## src/pkg/sdpr_defines.svh

```systemverilog
// Offsets, field positions, reset values and counts for the serial pin routing block
`ifndef SDPR_DEFINES_SVH
`define SDPR_DEFINES_SVH

// ----------------------------------------------------------------------------
// Register map (indices; byte address is four times the index)
// ----------------------------------------------------------------------------
`define SDPR_ROUTE_IDX_FIRST  16'hf240
`define SDPR_ROUTE_IDX_LAST   16'hf247
`define SDPR_ROUTE_COUNT      8
`define SDPR_ROUTE_RESET      16'h0000

// ----------------------------------------------------------------------------
// Field positions inside serial_pin_routing
// ----------------------------------------------------------------------------
`define SDPR_ROUTE_ON_BIT     5
`define SDPR_DIR_BIT          4
`define SDPR_PORT_HI          3
`define SDPR_PORT_LO          2
`define SDPR_GRP_HI           1
`define SDPR_GRP_LO           0

`endif

```

## src/pkg/sdpr_pkg.sv

```systemverilog
// Types shared by the serial pin routing block
package sdpr_pkg;

  // Pin direction as held in the direction bit
  typedef enum logic {
    SDPR_DIR_PIN_TO_IN,
    SDPR_DIR_OUT_TO_PIN
  } sdpr_dir_t;

  // Channel number, wide enough for channel 47
  typedef logic [5:0] sdpr_slot_group_pick_t;

  // Register contents
  typedef logic [15:0] sdpr_word_t;

endpackage

```

## src/logic/sdpr_pin_slice.sv

```systemverilog
// Field decode and channel group lookup for one shared serial pin
`timescale 1ns/100ps
`include "sdpr_defines.svh"

module sdpr_pin_slice (
  input  wire sdpr_pkg::sdpr_word_t route_word,
  input  wire logic [3:0]           port_tdm,
  output logic                      pin_route_on,
  output sdpr_pkg::sdpr_dir_t       dir,
  output logic [1:0]                port_pick,
  output logic [1:0]                slot_group_pick,
  output logic                      group_ok,
  output sdpr_pkg::sdpr_slot_group_pick_t      slot_group_pick_hi,
  output sdpr_pkg::sdpr_slot_group_pick_t      slot_group_pick_lo
);
  import sdpr_pkg::*;

  logic tdm;

  // ----------------------------------------------------------------------------
  // Field split; upper bits 15..6 are stored only and steer nothing
  // ----------------------------------------------------------------------------
  assign pin_route_on    = route_word[`SDPR_ROUTE_ON_BIT];                 // RULE_02
  assign dir             = sdpr_dir_t'(route_word[`SDPR_DIR_BIT]);         // RULE_03
  assign port_pick       = route_word[`SDPR_PORT_HI:`SDPR_PORT_LO];        // RULE_05
  assign slot_group_pick = route_word[`SDPR_GRP_HI:`SDPR_GRP_LO];
  assign tdm             = port_tdm[port_pick];

  // Channel range per port, mode and group code; unlisted codes carry nothing
  always_comb begin
    group_ok = 1'b1;
    slot_group_pick_hi  = 6'h00;
    slot_group_pick_lo  = 6'h00;
    case ({port_pick, tdm, slot_group_pick})
      5'b00_0_00, 5'b00_1_00: begin slot_group_pick_hi = 6'd7;  slot_group_pick_lo = 6'd4;  end // RULE_06 RULE_07
      5'b00_0_01, 5'b00_1_01: begin slot_group_pick_hi = 6'd11; slot_group_pick_lo = 6'd8;  end // RULE_06 RULE_07
      5'b00_0_10, 5'b00_1_10: begin slot_group_pick_hi = 6'd15; slot_group_pick_lo = 6'd12; end // RULE_06 RULE_07
      5'b00_1_11:             begin slot_group_pick_hi = 6'd15; slot_group_pick_lo = 6'd8;  end // RULE_07
      5'b01_0_00:             begin slot_group_pick_hi = 6'd7;  slot_group_pick_lo = 6'd6;  end // RULE_08
      5'b01_0_01:             begin slot_group_pick_hi = 6'd11; slot_group_pick_lo = 6'd10; end // RULE_08
      5'b01_0_10:             begin slot_group_pick_hi = 6'd15; slot_group_pick_lo = 6'd14; end
      5'b01_1_00:             begin slot_group_pick_hi = 6'd23; slot_group_pick_lo = 6'd20; end // RULE_09
      5'b01_1_01:             begin slot_group_pick_hi = 6'd27; slot_group_pick_lo = 6'd24; end // RULE_09
      5'b01_1_10:             begin slot_group_pick_hi = 6'd31; slot_group_pick_lo = 6'd28; end // RULE_09
      5'b01_1_11:             begin slot_group_pick_hi = 6'd31; slot_group_pick_lo = 6'd27; end // RULE_09
      5'b10_0_00:             begin slot_group_pick_hi = 6'd35; slot_group_pick_lo = 6'd34; end // RULE_10
      5'b10_1_00:             begin slot_group_pick_hi = 6'd39; slot_group_pick_lo = 6'd36; end // RULE_10
      5'b11_0_00:             begin slot_group_pick_hi = 6'd47; slot_group_pick_lo = 6'd46; end // RULE_11
      5'b11_1_00:             begin slot_group_pick_hi = 6'd47; slot_group_pick_lo = 6'd44; end // RULE_11
      default:                begin group_ok = 1'b0; end
    endcase
  end

endmodule

```

## src/logic/sdpr_routing.sv

```systemverilog
// APB register bank and data steering for eight shared serial data pins
//
// The APB slave port is this design's own decision.
`timescale 1ns/100ps
`include "sdpr_defines.svh"

// How it works
// RULE_01: Eight 16-bit routing registers, reset to zero.
// RULE_02: Enable bit routes pin, else multipurpose use.
// RULE_03: Direction zero feeds pin into input port.
// RULE_04: Direction one drives pin from output port.
// RULE_05: Two bits pick serial port zero to three.
// RULE_06: Port 0 two-channel groups 7:4, 11:8, 15:12.
// RULE_07: Port 0 TDM groups, code 11 gives 15:8.
// RULE_08: Port 1 two-channel groups 7:6, 11:10; the logic also maps code 10 to 15:14.
// RULE_09: Port 1 TDM groups 23:20 to 31:27.
// RULE_10: Port 2 code 00: 35:34 or 39:36.
// RULE_11: Port 3 code 00: 47:46 or 47:44.
// RULE_12: Software writes zero to reserved upper bits.
module sdpr_routing #(
  parameter int ADDR_W = 18
) (
  input  wire logic              pclk,
  input  wire logic              presetn,
  input  wire logic [ADDR_W-1:0] paddr,
  input  wire logic              psel,
  input  wire logic              penable,
  input  wire logic              pwrite,
  input  wire logic [31:0]       pwdata,
  input  wire logic [3:0]        pstrb,
  output logic [31:0]            prdata,
  output logic                   pready,
  output logic                   pslverr,
  input  wire logic [3:0]        port_tdm,
  input  wire logic [15:0]       ser_out_lane,
  output logic [15:0]            ser_in_lane,
  output logic [15:0]            ser_in_lane_valid,
  input  wire logic [7:0]        shared_serial_pin_in,
  output logic [7:0]             shared_serial_pin_out,
  output logic [7:0]             shared_serial_pin_oe_n,
  output logic [7:0]             mpio_pin_free,
  output logic [47:0]            pin_slot_group_pick_range,
  output logic [7:0]             pin_group_ok
);
  import sdpr_pkg::*;

  localparam int NPIN = `SDPR_ROUTE_COUNT;

  sdpr_word_t   serial_pin_routing [NPIN];
  logic         access;
  logic         hit;
  logic [2:0]   idx;
  logic [15:0]  word_idx;
  logic [15:0]  idx_off;
  logic [NPIN-1:0]      route_on;
  logic [NPIN-1:0]      drive_out;
  logic [NPIN-1:0]      feed_in;
  logic [3:0]           lane_sel [NPIN];
  logic [15:0]          next_in_lane;
  logic [15:0]          next_in_valid;
  logic [NPIN-1:0]      next_pin_out;

  // ----------------------------------------------------------------------------
  // APB decode: register index is the word address, base index 0xf240
  // ----------------------------------------------------------------------------
  assign access   = psel && penable;
  assign word_idx = 16'(paddr >> 2);
  assign idx_off  = word_idx - `SDPR_ROUTE_IDX_FIRST;
  assign hit      = (word_idx >= `SDPR_ROUTE_IDX_FIRST) && (word_idx <= `SDPR_ROUTE_IDX_LAST);
  assign idx      = idx_off[2:0];

  // Zero wait states; unmapped addresses answer with an error
  assign pready  = 1'b1;
  assign pslverr = access && !hit;
  assign prdata  = (psel && hit) ? {16'h0000, serial_pin_routing[idx]} : 32'h0000_0000;

  // Register writes honour the two low byte strobes; upper bits stored as-is
  always_ff @(posedge pclk or negedge presetn) begin
    if (!presetn) begin
      for (int i = 0; i < NPIN; i++) begin
        serial_pin_routing[i] <= `SDPR_ROUTE_RESET;                       // RULE_01
      end
    end else if (access && pwrite && hit) begin
      if (pstrb[0]) begin
        serial_pin_routing[idx][7:0] <= pwdata[7:0];                      // RULE_01
      end
      if (pstrb[1]) begin
        serial_pin_routing[idx][15:8] <= pwdata[15:8];                    // RULE_12
      end
    end
  end

  // ----------------------------------------------------------------------------
  // Per-pin decode
  // ----------------------------------------------------------------------------
  for (genvar p = 0; p < NPIN; p++) begin : g_pin
    sdpr_dir_t  dir;
    logic [1:0] port_pick;
    logic [1:0] grp;
    logic       ok;

    sdpr_pin_slice u_slice (
      .route_word      (serial_pin_routing[p]),
      .port_tdm        (port_tdm),
      .pin_route_on    (route_on[p]),
      .dir             (dir),
      .port_pick       (port_pick),
      .slot_group_pick (grp),
      .group_ok        (ok),
      .slot_group_pick_hi         (pin_slot_group_pick_range[p*6+:3*2]),
      .slot_group_pick_lo         ()
    );

    // Lane number is port then group code
    assign lane_sel[p]     = {port_pick, grp};                              // RULE_05
    assign pin_group_ok[p] = ok;
    assign drive_out[p]    = route_on[p] && ok && (dir == SDPR_DIR_OUT_TO_PIN); // RULE_04
    assign feed_in[p]      = route_on[p] && ok && (dir == SDPR_DIR_PIN_TO_IN);  // RULE_03
    assign mpio_pin_free[p] = !route_on[p];                                 // RULE_02
    assign next_pin_out[p] = drive_out[p] ? ser_out_lane[lane_sel[p]] : 1'b0;
  end

  // Gather input pins onto lanes; lowest pin wins if two share a lane
  always_comb begin
    next_in_lane  = 16'h0000;
    next_in_valid = 16'h0000;
    for (int i = NPIN - 1; i >= 0; i--) begin
      if (feed_in[i]) begin
        next_in_lane[lane_sel[i]]  = shared_serial_pin_in[i];             // RULE_03
        next_in_valid[lane_sel[i]] = 1'b1;
      end
    end
  end

  // ----------------------------------------------------------------------------
  // Registered data paths; one cycle of latency keeps outputs glitch free
  // ----------------------------------------------------------------------------
  always_ff @(posedge pclk or negedge presetn) begin
    if (!presetn) begin
      shared_serial_pin_out  <= 8'h00;
      shared_serial_pin_oe_n <= 8'hff;
    end else begin
      shared_serial_pin_out  <= next_pin_out;                               // RULE_04
      shared_serial_pin_oe_n <= ~drive_out;                                 // RULE_02
    end
  end

  // Input lanes toward the serial input ports
  always_ff @(posedge pclk or negedge presetn) begin
    if (!presetn) begin
      ser_in_lane       <= 16'h0000;
      ser_in_lane_valid <= 16'h0000;
    end else begin
      ser_in_lane       <= next_in_lane;
      ser_in_lane_valid <= next_in_valid;
    end
  end

endmodule

```

## config.mk

```make
export PLATFORM = sky130hd
export DESIGN_NAME = sdpr_routing
export DESIGN_NICKNAME = d
export VERILOG_FILES = /design/src/pkg/sdpr_pkg.sv /design/src/logic/sdpr_pin_slice.sv /design/src/logic/sdpr_routing.sv
export VERILOG_INCLUDE_DIRS = /design/src /design/src/pkg
export SDC_FILE = /design/constraint.sdc
export NUM_CORES = 1
export LEC_CHECK = 0
export ABC_AREA = 0
export BUFFER_PORTS_ARGS = -buffer_cell sky130_fd_sc_hd__buf_2
export CORE_ASPECT_RATIO = 1.2
export CORE_UTILIZATION = 35
export DETAILED_ROUTE_END_ITERATION = 12
export PLACE_DENSITY = 0.66
export SLEW_MARGIN = 20
export SYNTH_ARGS = -nofsm -noshare
export SYNTH_HDL_FRONTEND = slang
export SYNTH_SLANG_ARGS = --single-unit
```

## constraint.sdc

```tcl
create_clock -name pclk -period 3.7 [get_ports pclk]
set_input_delay 1.11 -clock pclk [delete_from_list [all_inputs] [get_ports pclk]]
set_output_delay 1.11 -clock pclk [all_outputs]
set_load 0.1 [all_outputs]
```

**Word-level counts from Yosys, hierarchy flattened**

Cells that the tools add are included.

- Flip-flop bits (word level): 176
- Logic and storage cells: 407
- Input port bits: 87

- $lt $le $gt $ge: 28
- Muxes and demuxes: 108
- $add $sub $neg: 1
- Equality and inequality tests: 136
- Reduce and logical (&&, ||, !) cells: 104
- Bitwise logic cells: 18

Operators with widths:

| cell | number |
|---|---|
| $pmux W6 S9 | 8 |
| $mux W128 | 3 |
| $mux W16 | 20 |
| $eq A5 B4 Y1 const B | 56 |
| $bwmux W128 | 2 |
| $eq A5 B3 Y1 const B | 32 |
| $eq A5 B5 Y1 const B | 32 |
| $reduce_or A18 Y1 | 8 |
| $bwmux W16 | 7 |
| $or A16 B16 Y16 | 7 |
| $demux W16 S3 | 2 |
| $bmux W16 S3 | 1 |
| $reduce_or A3 Y1 | 16 |
| $eq A5 B1 Y1 const B | 8 |
| $eq A5 B2 Y1 const B | 8 |
| $logic_not A5 Y1 | 8 |
| $lt A4 B5 Y1 const B | 8 |
| $mux W1 | 40 |
| $logic_and A1 B1 Y1 | 39 |
| $bmux W1 S4 | 8 |
| $demux W1 S4 | 8 |
| $ge A4 B1 Y1 const B | 8 |
| $reduce_or A2 Y1 | 16 |
| $reduce_or A4 Y1 | 8 |
| 13 further kinds | 42 |

**Longest topological paths before layout**

Gate-level depths: netlist of the first run.

- Word-level depth: 22
- Depth in mapped cells: 7
- Gate-level depth less buffers: 5

**Modules after synthesis**

From an unflattened synthesis of the first run, not the netlist that was laid out.

- Cells, all modules: 1335
- Area total of the unflattened synthesis: 12802.3 sq um

Modules (own cells, without submodules):

| module | times used | sequential area each (sq um) | cells an instance | area an instance (sq um) |
|---|---|---|---|---|
| sdpr_routing | 1 | 4414.2 | 1063 | 11050.6 |
| sdpr_pin_slice | 8 | 0.0 | 34 | 219.0 |

**Worst setup path after synthesis of the first run**

Ideal clock, no wire load.

- Path type: in2out
- Start point: input paddr[10]
- End point: output prdata[13]
- Buffers on the path: 1
- Stages on the path: 6
- Setup slack: -2.307 ns
- Required time: 2.590 ns
- Data arrival time: 4.897 ns
- Path through: nor4b_2 > nand3_1 > nor2_1 > nand2_1 > clkbuf_1 > nor4_1

- Word-level cells in the longest chain between the ends: 4
- Elaborated cells between the ends (all ways): 5
- Classes of those cells: order compare: 2; mux: 1; reduce/logical: 2

RTL lines:

| what | line | source |
|---|---|---|
| from (decl) | sdpr_routing.sv:25 | `input wire logic [ADDR_W-1:0] paddr,` |
| $ge A16 B16 Y1 (no source line) / $le A16 B16 Y1 (equally long branches) | n/a |  |
| $logic_and A1 B1 Y1 (*) | sdpr_routing.sv:69 | `` assign hit = (word_idx >= `SDPR_ROUTE_IDX_FIRST) && (word_idx <= `SDPR_ROUTE_IDX_LAST); `` |
| $logic_and A1 B1 Y1 (*) | sdpr_routing.sv:75 | `assign prdata = (psel && hit) ? {16'h0000, serial_pin_routing[idx]} : 32'h0000_0000;` |
| $mux W16 (*) | sdpr_routing.sv:75 |  |
| to (decl) | sdpr_routing.sv:31 | `output logic [31:0] prdata,` |

Every way passes the cells marked *; elsewhere a longest branch is shown, timed or not.

**Worst setup path in the final report of the first run**

- Start point: input paddr[3]
- End point: output prdata[5]

- Word-level cells in the longest chain between the ends: 6
- Elaborated cells between the ends (all ways): 10
- Classes of those cells: add/sub: 1; order compare: 2; mux: 4; bitwise: 1; reduce/logical: 2

RTL lines:

| what | line |
|---|---|
| $sub A3 B1 Y3 (no source line) | n/a |
| $not A3 Y4 (not written as such) | sdpr_routing.sv:75 |
| $bmux W16 S3 | sdpr_routing.sv:75 |
| $mux W16 (not written as such) (2 in series) | sdpr_routing.sv:75 |
| $mux W16 (*) | sdpr_routing.sv:75 |

Every way passes the cells marked *; elsewhere a longest branch is shown, timed or not. The select of a mux whose other input is x is not followed.

==> results of run 1 <==
==> worst register-to-register path: cells and delay by family, from the launching register on <==
kind | cells | cell delay [ns]
buffers and inverters | 1 | 0.20
AOI/OAI and AO/OA | 4 | 1.59
DFF | 1 | 0.83
and+or+nand+nor | 1 | 0.15
==> state kept, by name, summed over array words and instances, names as in the netlist <==
signal	flops
ser_in_lane	16
shared_serial_pin_out	8
shared_serial_pin_oe_n	8
ser_in_lane_valid	16
serial_pin_routing	128
==> layout by cell type, fill, tap and decap left out, drive strengths merged, types with 5 or more instances in the layout <==
cell type / n
or4: 11
o2111ai: 5
nor3b: 12
nor4bb: 6
o21ai: 28
o22a: 6
nor2: 56
conb: 29
a21boi: 7
and3: 10
mux2i: 13
a21o: 5
nand2: 71
nand4: 14
o21a: 9
nor2b: 24
mux4: 41
a2bb2oi: 5
or2: 6
nand2b: 13
o22ai: 52
and2: 11
nand3: 40
nor4: 13
a22oi: 12
dfrtp: 168
buf: 298
dfstp: 8
inv: 33
o221ai: 10
o211ai: 6
nand3b: 8
nor3: 9
mux2: 133
nor4b: 11
clkbuf: 18
a21oi: 25
==> report_power, final <==
part / internal [mW] / switching (mW) / total, mW
Combinational: 0.169 / 0.366 / 0.535
Sequential: 1.93 / 0.00168 / 1.93
Clock: 0.902 / 0.865 / 1.77
==> worst paths after layout <==
| check | startpoint | to | slack (ns) | depth (start not counted) |
|---|---|---|---|---|
| max | paddr[3] | prdata[5] | -0.04 | 9 |
| min | serial_pin_routing[104]$_DFFE_PN0P_ | serial_pin_routing[104]$_DFFE_PN0P_ | 0.50 | 1 |
| max reg2reg | serial_pin_routing[99]$_DFFE_PN0P_ | ser_in_lane[2]$_DFF_PN0_ | 0.81 | 6 |
| min reg2reg | serial_pin_routing[104]$_DFFE_PN0P_ | serial_pin_routing[104]$_DFFE_PN0P_ | 0.50 | 1 |
| max in group asynchronous | presetn | shared_serial_pin_oe_n[0]$_DFF_PN1_ | 2.23 | 2 |
| min in group asynchronous | presetn | ser_in_lane_valid[8]$_DFF_PN0_ | 0.60 | 1 |
==> metal layers <==
metal	part of all wire (%)	up-vias	routed length, um	GRT usage (%)
met3	6.2	139	2617	4.249
met1	37	5078	15810	31.23
met2	50	511	21280	46.41
met4	6.6	0	2793	16.67
li1	-	4367	-	-
met5	0	-	0	0
==> timing repair <==
item                       CTS  global route
gates resized for setup     34            10
hold buffers                 0             0
setup endpoints to repair   16            16
setup buffers               10             3
cloned                       1             0
pin swaps                   19             7
==> kinds of logic (layout without fill, tap and decap cells) <==
logic type / after synthesis / count (layout) / share of synthesized area, %
AO/OA/AOI/OAI: 205 / 205 / 12.95
buffers and inverters: 128 / 353 / 5.726
flip-flops: 176 / 176 / 40.16
multiplexers: 187 / 187 / 23.21
other: 2 / 31 / 0.06832
AND/OR/NAND/NOR: 336 / 337 / 17.88
==> layout make-up <==
cell class	instances	share of cell area (%)
well taps	396	3.284
flip-flops and latches	176	29.26
diodes	2	0.03317
clock buffers	18	2.911
repair buffers	298	18.75
inverters	23	0.5722
clock inverters	14	0.7795
multi-input cells	758	44.42
==> impl_metrics.py, run 1 <==
metrics = {
    "logic_synthesis": {
        "synth.top_cell.area_share_pct": 38.25,
        "synth.largest_area_cell": "dfrtp_1",
        "ys_ff_latch": 176,
        "synth_async_sr_flop_share_pct": 100.0,
        "synth_area_per_cell_um2": 10.63,
        "yosys_warnings": 0,
        "synth_common_cells": "168 x dfrtp_1, 124 x mux2_2, 56 x nor2_1",
        "syn-cell-area_um2": 10990,
        "synth.distinct_cells": 75,
        "synth.most_common_cell": "dfrtp_1",
        "netlist_instances": 1034,
        "synth-edff-count": 0,
        "ys.flop_type": "dfrtp_1",
        "synthTopCellsByArea": "dfrtp_1 38%, mux2_2 13%, mux4_2 8.4%",
        "seq_area_frac_synth_pct": 40.16,
    },
    "sta": {
        "drv_slew": 0,
        "hold_viol": 0,
        "clock_skew_ns": 0.01942,
        "holdWs_ns": 0.4969,
        "finalCriticalPeriod_ns": 3.744,
        "setup-tns-final_ns": -0.04753,
        "rsz0062_at_grt": "yes",
        "worst_pin_slew_ns": 0.8948,
        "setup_violations": 2,
        "setup_slack_ns": -0.04400,
        "fmax_mhz": 267.1,
        "fin_crit_sh_pct": 101.2,
        "max_slew_margin_pct": 40.19,
    },
    "floorplanning": {
        "die_height_um": 196.1,
        "start_util_pct": 35.86,
        "ios": 233,
        "die_area_um2": 32120,
        "die-width_um": 163.8,
        "rows": 70,
        "core-area_um2": 30650,
    },
    "flow_run": {
        "drv_cap": 0,
    },
    "final_layout": {
        "areaGrowthSynthToFinish_pct": 37.27,
        "multi_input_area_um2": 6701,
        "final-instance-count-excl-fill": 1685,
        "nets": 1361,
        "seqCellArea_um2": 4414,
        "fin_util_pct": 49.22,
        "fillers": 2787,
        "drive_gt1_share_pct": 48.95,
        "final_cell_area_um2": 15090,
    },
    "placement": {
        "port_buffers": 195,
        "post-place-ws_ns": -0.1833,
        "globalplace.congestion": 0.9688,
        "dpl.hpwl_mm": 32.26,
        "dp_cells": 1638,
        "placed_area_um2": 14220,
    },
    "setup_path": {
        "critPathBufInv": 5,
        "cp-end-kind": "primary output",
        "cpPeakStageDelay_ns": 0.35,
        "path_class": "input port to primary output",
        "cp_top_family": "buffers and inverters",
        "cp.required_ns": 2.59,
        "cp_slowest_cell": "nor4_4",
        "critical_path.max_fanout": 8,
        "path_cells": "buf_12, buf_6, buf_4, nor3b_4, a22oi_2, o221ai_2, nor4_4, buf_4, buf_12",
        "worstPathArrival_ns": 2.63,
        "cp-start-kind": "input port",
    },
    "pwr": {
        "cellLeakagePower_nw": 6.771,
        "power_mw": 4.233,
        "power_density_nw_per_um2": 280.6,
        "ir_worst_vdd_mv": 0.2141,
    },
    "routing": {
        "vias_per_cell": 5.991,
        "drt-initial-drc-count": 871,
        "firstDrtPassIters": 7,
        "drt_wl_total_mm": 42.51,
        "final_antenna_net_count": 0,
        "post-route-drc-count": 0,
        "vias": 10095,
        "wl_per_cell_um": 25.23,
    },
    "global_route": {
        "grt_pass1_wl_mm": 63.50,
        "grt_max_degree": 64,
        "grt_antenna_before_repair": 0,
        "grt_pass1_vias": 10156,
        "overflow": 0,
        "globalRouteTotalUtil_pct": 27.00,
    },
    "clock_tree": {
        "clk_pin_slew_ns": 0.07,
        "cts_buffers": 17,
        "htreeDepth": 4,
        "cts_sinks": 176,
        "clock_latency_ns": 0.46,
        "cts-root-buf": "clkbuf_16",
        "cts_tree": "yes",
        "cts.path.max_buffers": 2,
    },
    "run_status": {
        "outcome": "finished, violations left",
        "violations": "negative setup slack",
    },
    "hold_path": {
        "min_path_type": "flop to flop",
    },
}
No activity file was read; power rests on OpenSTA's default activity.
==> run 2: changes to the inputs <==
--- a/config.mk
+++ b/config.mk
@@ -7,7 +7,7 @@
 export NUM_CORES = 1
 export LEC_CHECK = 0
 export ABC_AREA = 0
-export BUFFER_PORTS_ARGS = -buffer_cell sky130_fd_sc_hd__buf_2
+export BUFFER_PORTS_ARGS = -buffer_cell sky130_fd_sc_hd__clkbuf_2
 export CORE_ASPECT_RATIO = 1.2
 export CORE_UTILIZATION = 35
 export DETAILED_ROUTE_END_ITERATION = 12
==> run 2 against run 1 <==
  * The run still ends with negative setup slack left
  * Setup slack got worse by 0.012 ns
  * Critical path type unchanged
  * Register-to-register slack improved by 0.07 ns
  * Highest routed layer unchanged
  * Die area unchanged
  * Critical endpoint is now prdata[12]
==> impl_metrics.py, run 2 (same netlist as run 1, synthesis figures left out) <==
metrics = {
    "run_status": {
        "outcome": "finished, violations left",
        "violations": "negative setup slack",
    },
    "pwr": {
        "pwr-share-comb_pct": 12.8,
        "internal_power_mw": 3.058,
        "cellLeakagePower_nw": 6.818,
        "netSwitchingFraction_pct": 28.39,
        "seqPwrFrac_pct": 45.2,
        "power_density_nw_per_um2": 280.1,
        "power_frac_clock_pct": 41.9,
        "power_mw": 4.271,
        "p_switching_mw": 1.213,
        "ir_worst_vdd_mv": 0.2842,
    },
    "setup_path": {
        "path_class": "input port to primary output",
        "cp-start-kind": "input port",
        "path_cells": "clkbuf_16, or3b_4, buf_12, buf_12, o22ai_2, or4_4, nor2_4, buf_12",
        "crit_end": "prdata[12]",
        "critical_path.max_fanout": 6,
        "critPathLaunch": "paddr[3]",
        "cp-end-kind": "primary output",
        "cp.depth": 8,
        "cp.required_ns": 2.59,
        "cp_top_family": "simple AND/OR/NAND/NOR gates",
        "path_common_cell": "buf_12",
        "cpPeakStageDelay_ns": 0.49,
        "cp_slowest_cell": "or4_4",
        "r2r_start": "serial_pin_routing[80]$_DFFE_PN0P_",
        "worstPathArrival_ns": 2.65,
        "r2r_cells": 6,
        "critPathBufInv": 4,
        "ff2ff_setup_slack_ns": 0.88,
        "rr_endpoint": "ser_in_lane[2]$_DFF_PN0_",
    },
    "final_layout": {
        "nets": 1358,
        "largest_reg_flops": 128,
        "diodes": 0,
        "fillers": 2745,
        "areaGrowthSynthToFinish_pct": 38.71,
        "drive_gt1_share_pct": 49.14,
        "final_cell_mix": "168 x dfrtp_1, 125 x clkbuf_2, 124 x mux2_2",
        "top_regs": "serial_pin_routing (128), ser_in_lane (16), ser_in_lane_valid (16)",
        "final_common_cell": "dfrtp_1",
        "top_register": "serial_pin_routing",
    },
    "clock_tree": {
        "htreeDepth": 4,
        "cts-root-buf": "clkbuf_16",
        "cts_sinks": 176,
        "holdBufCountCts": 0,
        "cts.path.max_buffers": 2,
        "cts_buffers": 17,
        "cts_tree": "yes",
        "clock_latency_ns": 0.45,
        "clk_pin_slew_ns": 0.07,
    },
    "placement": {
        "globalplace.congestion": 0.9727,
        "post-place-ws_ns": -0.1912,
        "dpl.hpwl_mm": 32.36,
        "port_buffers": 195,
    },
    "sta": {
        "clock_skew_ns": 0.01523,
        "worst_pin_slew_ns": 0.9333,
        "max_slew_margin_pct": 37.62,
        "fmax_mhz": 266.2,
        "rsz0062_at_grt": "yes",
        "fin_crit_sh_pct": 101.5,
        "setup_slack_ns": -0.05597,
        "finalCriticalPeriod_ns": 3.756,
        "setup_violations": 7,
        "drv_slew": 0,
        "hold_viol": 0,
        "setup-tns-final_ns": -0.2758,
    },
    "routing": {
        "drt-initial-drc-count": 730,
        "vias": 9955,
        "firstDrtPassIters": 5,
        "vias_per_cell": 5.926,
        "drt_wl_total_mm": 42.64,
        "final_antenna_net_count": 0,
        "wl_per_cell_um": 25.38,
        "post-route-drc-count": 0,
    },
    "global_route": {
        "globalRouteTotalUtil_pct": 26.87,
        "grt_pass1_vias": 9977,
        "grt_antenna_before_repair": 0,
        "grt_max_degree": 69,
        "overflow": 0,
        "grt_pass1_wl_mm": 63.09,
    },
    "floorplanning": {
        "ios": 233,
        "start_util_pct": 35.86,
        "core-area_um2": 30650,
        "die-width_um": 163.8,
        "die_area_um2": 32120,
        "die_height_um": 196.1,
        "rows": 70,
    },
    "hold_path": {
        "min_path_type": "flop to flop",
    },
    "flow_run": {
        "drv_cap": 0,
    },
}
-- run 2: repair_timing --
action                                  in CTS  in global routing
cloned                                       2                  3
resized for setup                           20                 28
setup buffers                                6                  2
endpoints found under the hold margin        0                  0
endpoints found under the setup margin      15                 16
pin swaps                                   14                 17
-- run 2: routing by layer --
layer | track usage (%) | vias to the layer above | share of wire [%]
met5 | 0 | - | 0
met4 | 15.71 | 0 | 6.4
met3 | 4.249 | 133 | 6.0
met2 | 46.69 | 489 | 51
met1 | 30.97 | 4988 | 37
li1 | - | 4345 | -
-- run 2: how the worst min path moves through the flow --
stage | start | to | slack, ns | depth (start not counted)
6_report | serial_pin_routing[75]$_DFFE_PN0P_ | serial_pin_routing[75]$_DFFE_PN0P_ | 0.50 | 1
5_1_grt | serial_pin_routing[73]$_DFFE_PN0P_ | serial_pin_routing[73]$_DFFE_PN0P_ | 0.51 | 1
4_1_cts | serial_pin_routing[71]$_DFFE_PN0P_ | serial_pin_routing[71]$_DFFE_PN0P_ | 0.50 | 1
3_5_place_dp | serial_pin_routing[71]$_DFFE_PN0P_ | serial_pin_routing[71]$_DFFE_PN0P_ | 0.48 | 1
3_3_place_gp | serial_pin_routing[73]$_DFFE_PN0P_ | serial_pin_routing[73]$_DFFE_PN0P_ | 0.48 | 1
2_1_floorplan | serial_pin_routing[104]$_DFFE_PN0P_ | serial_pin_routing[104]$_DFFE_PN0P_ | 0.46 | 1
-- run 2: cell type report --
type	instances	area, um2	share of cell area (%)
Inverter	23	86.33	0.5662
Tap cell	396	495.5	3.250
Clock inverter	15	146.4	0.9601
Timing Repair Buffer	295	2949	19.34
Clock buffer	17	425.4	2.790
Sequential cell	176	4414	28.95
Multi-Input combinational cell	758	6730	44.14
-- run 2: power by group through the flow --
stage | sequential, mW | clock (mW) | combinational, mW
after floorplan | 2.02 | 0 | 0.265
after CTS | 1.93 | 1.82 | 0.527
after global placement | 1.97 | 0 | 0.495
after global routing | 1.93 | 1.90 | 0.573
after detailed placement | 1.97 | 0 | 0.502
final | 1.93 | 1.79 | 0.547
-- run 2: stage by stage --
step / std cells / area (um2) / util [%] / hold WS, ns
after floorplan: 1061 / 11800 / - / 0.4645
after global placement: 1635 / 14260 / 46.51 / 0.4752
after detailed placement: 1635 / 14260 / 46.51 / 0.4838
after CTS: 1675 / 15040 / 49.06 / 0.4997
after global routing: 1680 / 15250 / 49.74 / 0.5137
final: 1680 / 15250 / 49.74 / 0.4953
==> run 3: changes to the inputs <==
--- a/config.mk
+++ b/config.mk
@@ -9,6 +9,7 @@
 export ABC_AREA = 0
 export BUFFER_PORTS_ARGS = -buffer_cell sky130_fd_sc_hd__clkbuf_2
 export CORE_ASPECT_RATIO = 1.2
+export CORE_MARGIN = 1.5
 export CORE_UTILIZATION = 35
 export DETAILED_ROUTE_END_ITERATION = 12
 export PLACE_DENSITY = 0.66
==> run 3 against run 2 <==
  * The run still ends with negative setup slack left
  * Total power rose by 3.7%
  * Sequential share of layout area shrank 0.47 points
  * Combinational power rose by 2%
  * Setup slack got worse by 0.026 ns
  * Clock skew down 0.0033 ns
  * Largest power group unchanged
  * Highest routed layer unchanged
==> impl_metrics.py, run 3 (same netlist as run 1, synthesis figures left out) <==
metrics = {
    "run_status": {
        "outcome": "finished, violations left",
        "violations": "negative setup slack",
    },
    "pwr": {
        "cellLeakagePower_nw": 6.925,
        "power_density_nw_per_um2": 285.7,
        "ir_worst_vdd_mv": 0.2438,
        "power_mw": 4.427,
    },
    "global_route": {
        "globalRouteTotalUtil_pct": 26.82,
        "grt_max_degree": 69,
        "grt_pass1_vias": 10258,
        "grt_antenna_before_repair": 0,
        "overflow": 0,
        "grt_pass1_wl_mm": 63.77,
    },
    "routing": {
        "drt_wl_total_mm": 42.96,
        "vias": 10194,
        "drt-initial-drc-count": 974,
        "vias_per_cell": 5.996,
        "post-route-drc-count": 0,
        "final_antenna_net_count": 0,
        "wl_per_cell_um": 25.27,
        "firstDrtPassIters": 7,
    },
    "final_layout": {
        "top_register": "serial_pin_routing",
        "fillers": 2699,
        "drive_gt1_share_pct": 50.15,
        "areaGrowthSynthToFinish_pct": 40.98,
        "largest_reg_flops": 128,
        "diodes": 0,
        "final-instance-count-excl-fill": 1700,
        "final_cell_mix": "168 x dfrtp_1, 125 x clkbuf_2, 124 x mux2_2",
        "fin_util_pct": 50.55,
        "top_regs": "serial_pin_routing (128), ser_in_lane (16), ser_in_lane_valid (16)",
        "nets": 1378,
        "final_common_cell": "dfrtp_1",
    },
    "sta": {
        "drv_slew": 0,
        "setup-tns-final_ns": -0.6240,
        "fin_crit_sh_pct": 102.2,
        "setup_violations": 13,
        "finalCriticalPeriod_ns": 3.782,
        "fmax_mhz": 264.4,
        "hold_viol": 0,
        "clock_skew_ns": 0.01195,
        "worst_pin_slew_ns": 0.9694,
        "setup_slack_ns": -0.08243,
        "rsz0062_at_grt": "yes",
        "max_slew_margin_pct": 34.46,
    },
    "setup_path": {
        "ff2ff_setup_slack_ns": 0.97,
        "cp-end-kind": "primary output",
        "worstPathArrival_ns": 2.67,
        "rr_endpoint": "ser_in_lane_valid[12]$_DFF_PN0_",
        "crit_end": "prdata[4]",
        "critical_path.max_fanout": 6,
        "critPathLaunch": "paddr[2]",
        "path_class": "input port to primary output",
        "cp.required_ns": 2.59,
        "r2r_start": "serial_pin_routing[65]$_DFFE_PN0P_",
        "r2r_cells": 5,
        "cp-start-kind": "input port",
    },
    "floorplanning": {
        "die-width_um": 164.8,
        "start_util_pct": 35.86,
        "die_area_um2": 32480,
        "die_height_um": 197.1,
        "ios": 233,
        "core-area_um2": 30650,
        "rows": 70,
    },
    "hold_path": {
        "min_path_type": "flop to flop",
    },
    "flow_run": {
        "drv_cap": 0,
    },
    "placement": {
        "dpl.hpwl_mm": 32.12,
        "port_buffers": 195,
        "post-place-ws_ns": -0.2352,
        "dp_cells": 1639,
        "globalplace.congestion": 0.9700,
    },
    "clock_tree": {
        "clk_pin_slew_ns": 0.07,
        "cts_sinks": 176,
        "cts_tree": "yes",
        "holdBufCountCts": 0,
        "cts.path.max_buffers": 2,
        "cts_buffers": 17,
        "htreeDepth": 4,
        "clock_latency_ns": 0.45,
        "cts-root-buf": "clkbuf_16",
    },
}
-- run 3: cell types whose count changed in the layout (fill, tap and decap cells not counted), moves of 3 or more --
cell and change:
buf_6 +15, buf_4 +4, clkbuf_8 +4, inv_6 -4
o22ai_2 +4, o22ai_4 -4, clkinvlp_4 +3
-- run 3: stage by stage --
step	cell area [um2]	hold slack (ns)
2_1_floorplan	11800	0.4645
3_3_place_gp	14300	0.4753
3_5_place_dp	14300	0.4853
4_1_cts	15280	0.5000
5_1_grt	15500	0.5181
6_report	15500	0.4965
-- run 3: power breakdown --
| group | switching [mW] | leakage (nW) | internal (mW) | total [mW] |
|---|---|---|---|---|
| sequential | 0.00187 | 2.40 | 1.93 | 1.93 |
| combinational | 0.374 | 4.22 | 0.187 | 0.560 |
| clock | 0.812 | 0.296 | 1.12 | 1.93 |
| total | 1.19 | 6.93 | 3.24 | 4.43 |
-- run 3: worst min-delay path by stage --
stage                                              from                                  end  slack (ns)  cells past startpoint
global route         serial_pin_routing[11]$_DFFE_PN0P_   serial_pin_routing[11]$_DFFE_PN0P_        0.52                      1
global placement    serial_pin_routing[104]$_DFFE_PN0P_  serial_pin_routing[104]$_DFFE_PN0P_        0.48                      1
detailed placement   serial_pin_routing[70]$_DFFE_PN0P_   serial_pin_routing[70]$_DFFE_PN0P_        0.49                      1
finish               serial_pin_routing[74]$_DFFE_PN0P_   serial_pin_routing[74]$_DFFE_PN0P_        0.50                      1
CTS                  serial_pin_routing[70]$_DFFE_PN0P_   serial_pin_routing[70]$_DFFE_PN0P_        0.50                      1
floorplan           serial_pin_routing[104]$_DFFE_PN0P_  serial_pin_routing[104]$_DFFE_PN0P_        0.46                      1
-- run 3: layout make-up --
| type | count | area (um2) | area share [%] |
|---|---|---|---|
| Timing Repair Buffer | 312 | 3084 | 19.90 |
| Sequential cell | 176 | 4414 | 28.49 |
| Clock buffer | 21 | 470.5 | 3.036 |
| Clock inverter | 11 | 152.6 | 0.9851 |
| Tap cell | 396 | 495.5 | 3.197 |
| Multi-Input combinational cell | 761 | 6793 | 43.84 |
| Inverter | 23 | 86.33 | 0.5571 |
-- run 3: timing repair --
item	CTS	global route
cloned	4	1
setup endpoints to repair	16	16
buffers inserted	16	9
pin swaps	21	17
endpoints found under the hold margin	0	0
resized for setup	40	29
-- run 3: per-layer routing --
| metal | part of all wire, % | track usage [%] | wire, um |
|---|---|---|---|
| met4 | 5.6 | 15.28 | 2423 |
| met2 | 51 | 46.36 | 21770 |
| met5 | 0 | 0 | 0 |
| met1 | 36 | 31.10 | 15670 |
| met3 | 7.2 | 4.640 | 3092 |
-- run 3: critical path, cell delays in order --
cell and delay (ns):
clkbuf_16 0.14, buf_12 0.14, nand3b_1 0.14, buf_6 0.17, buf_6 0.12, o22ai_2 0.06, or4_4 0.45, nor2_4 0.15
buf_12 0.19
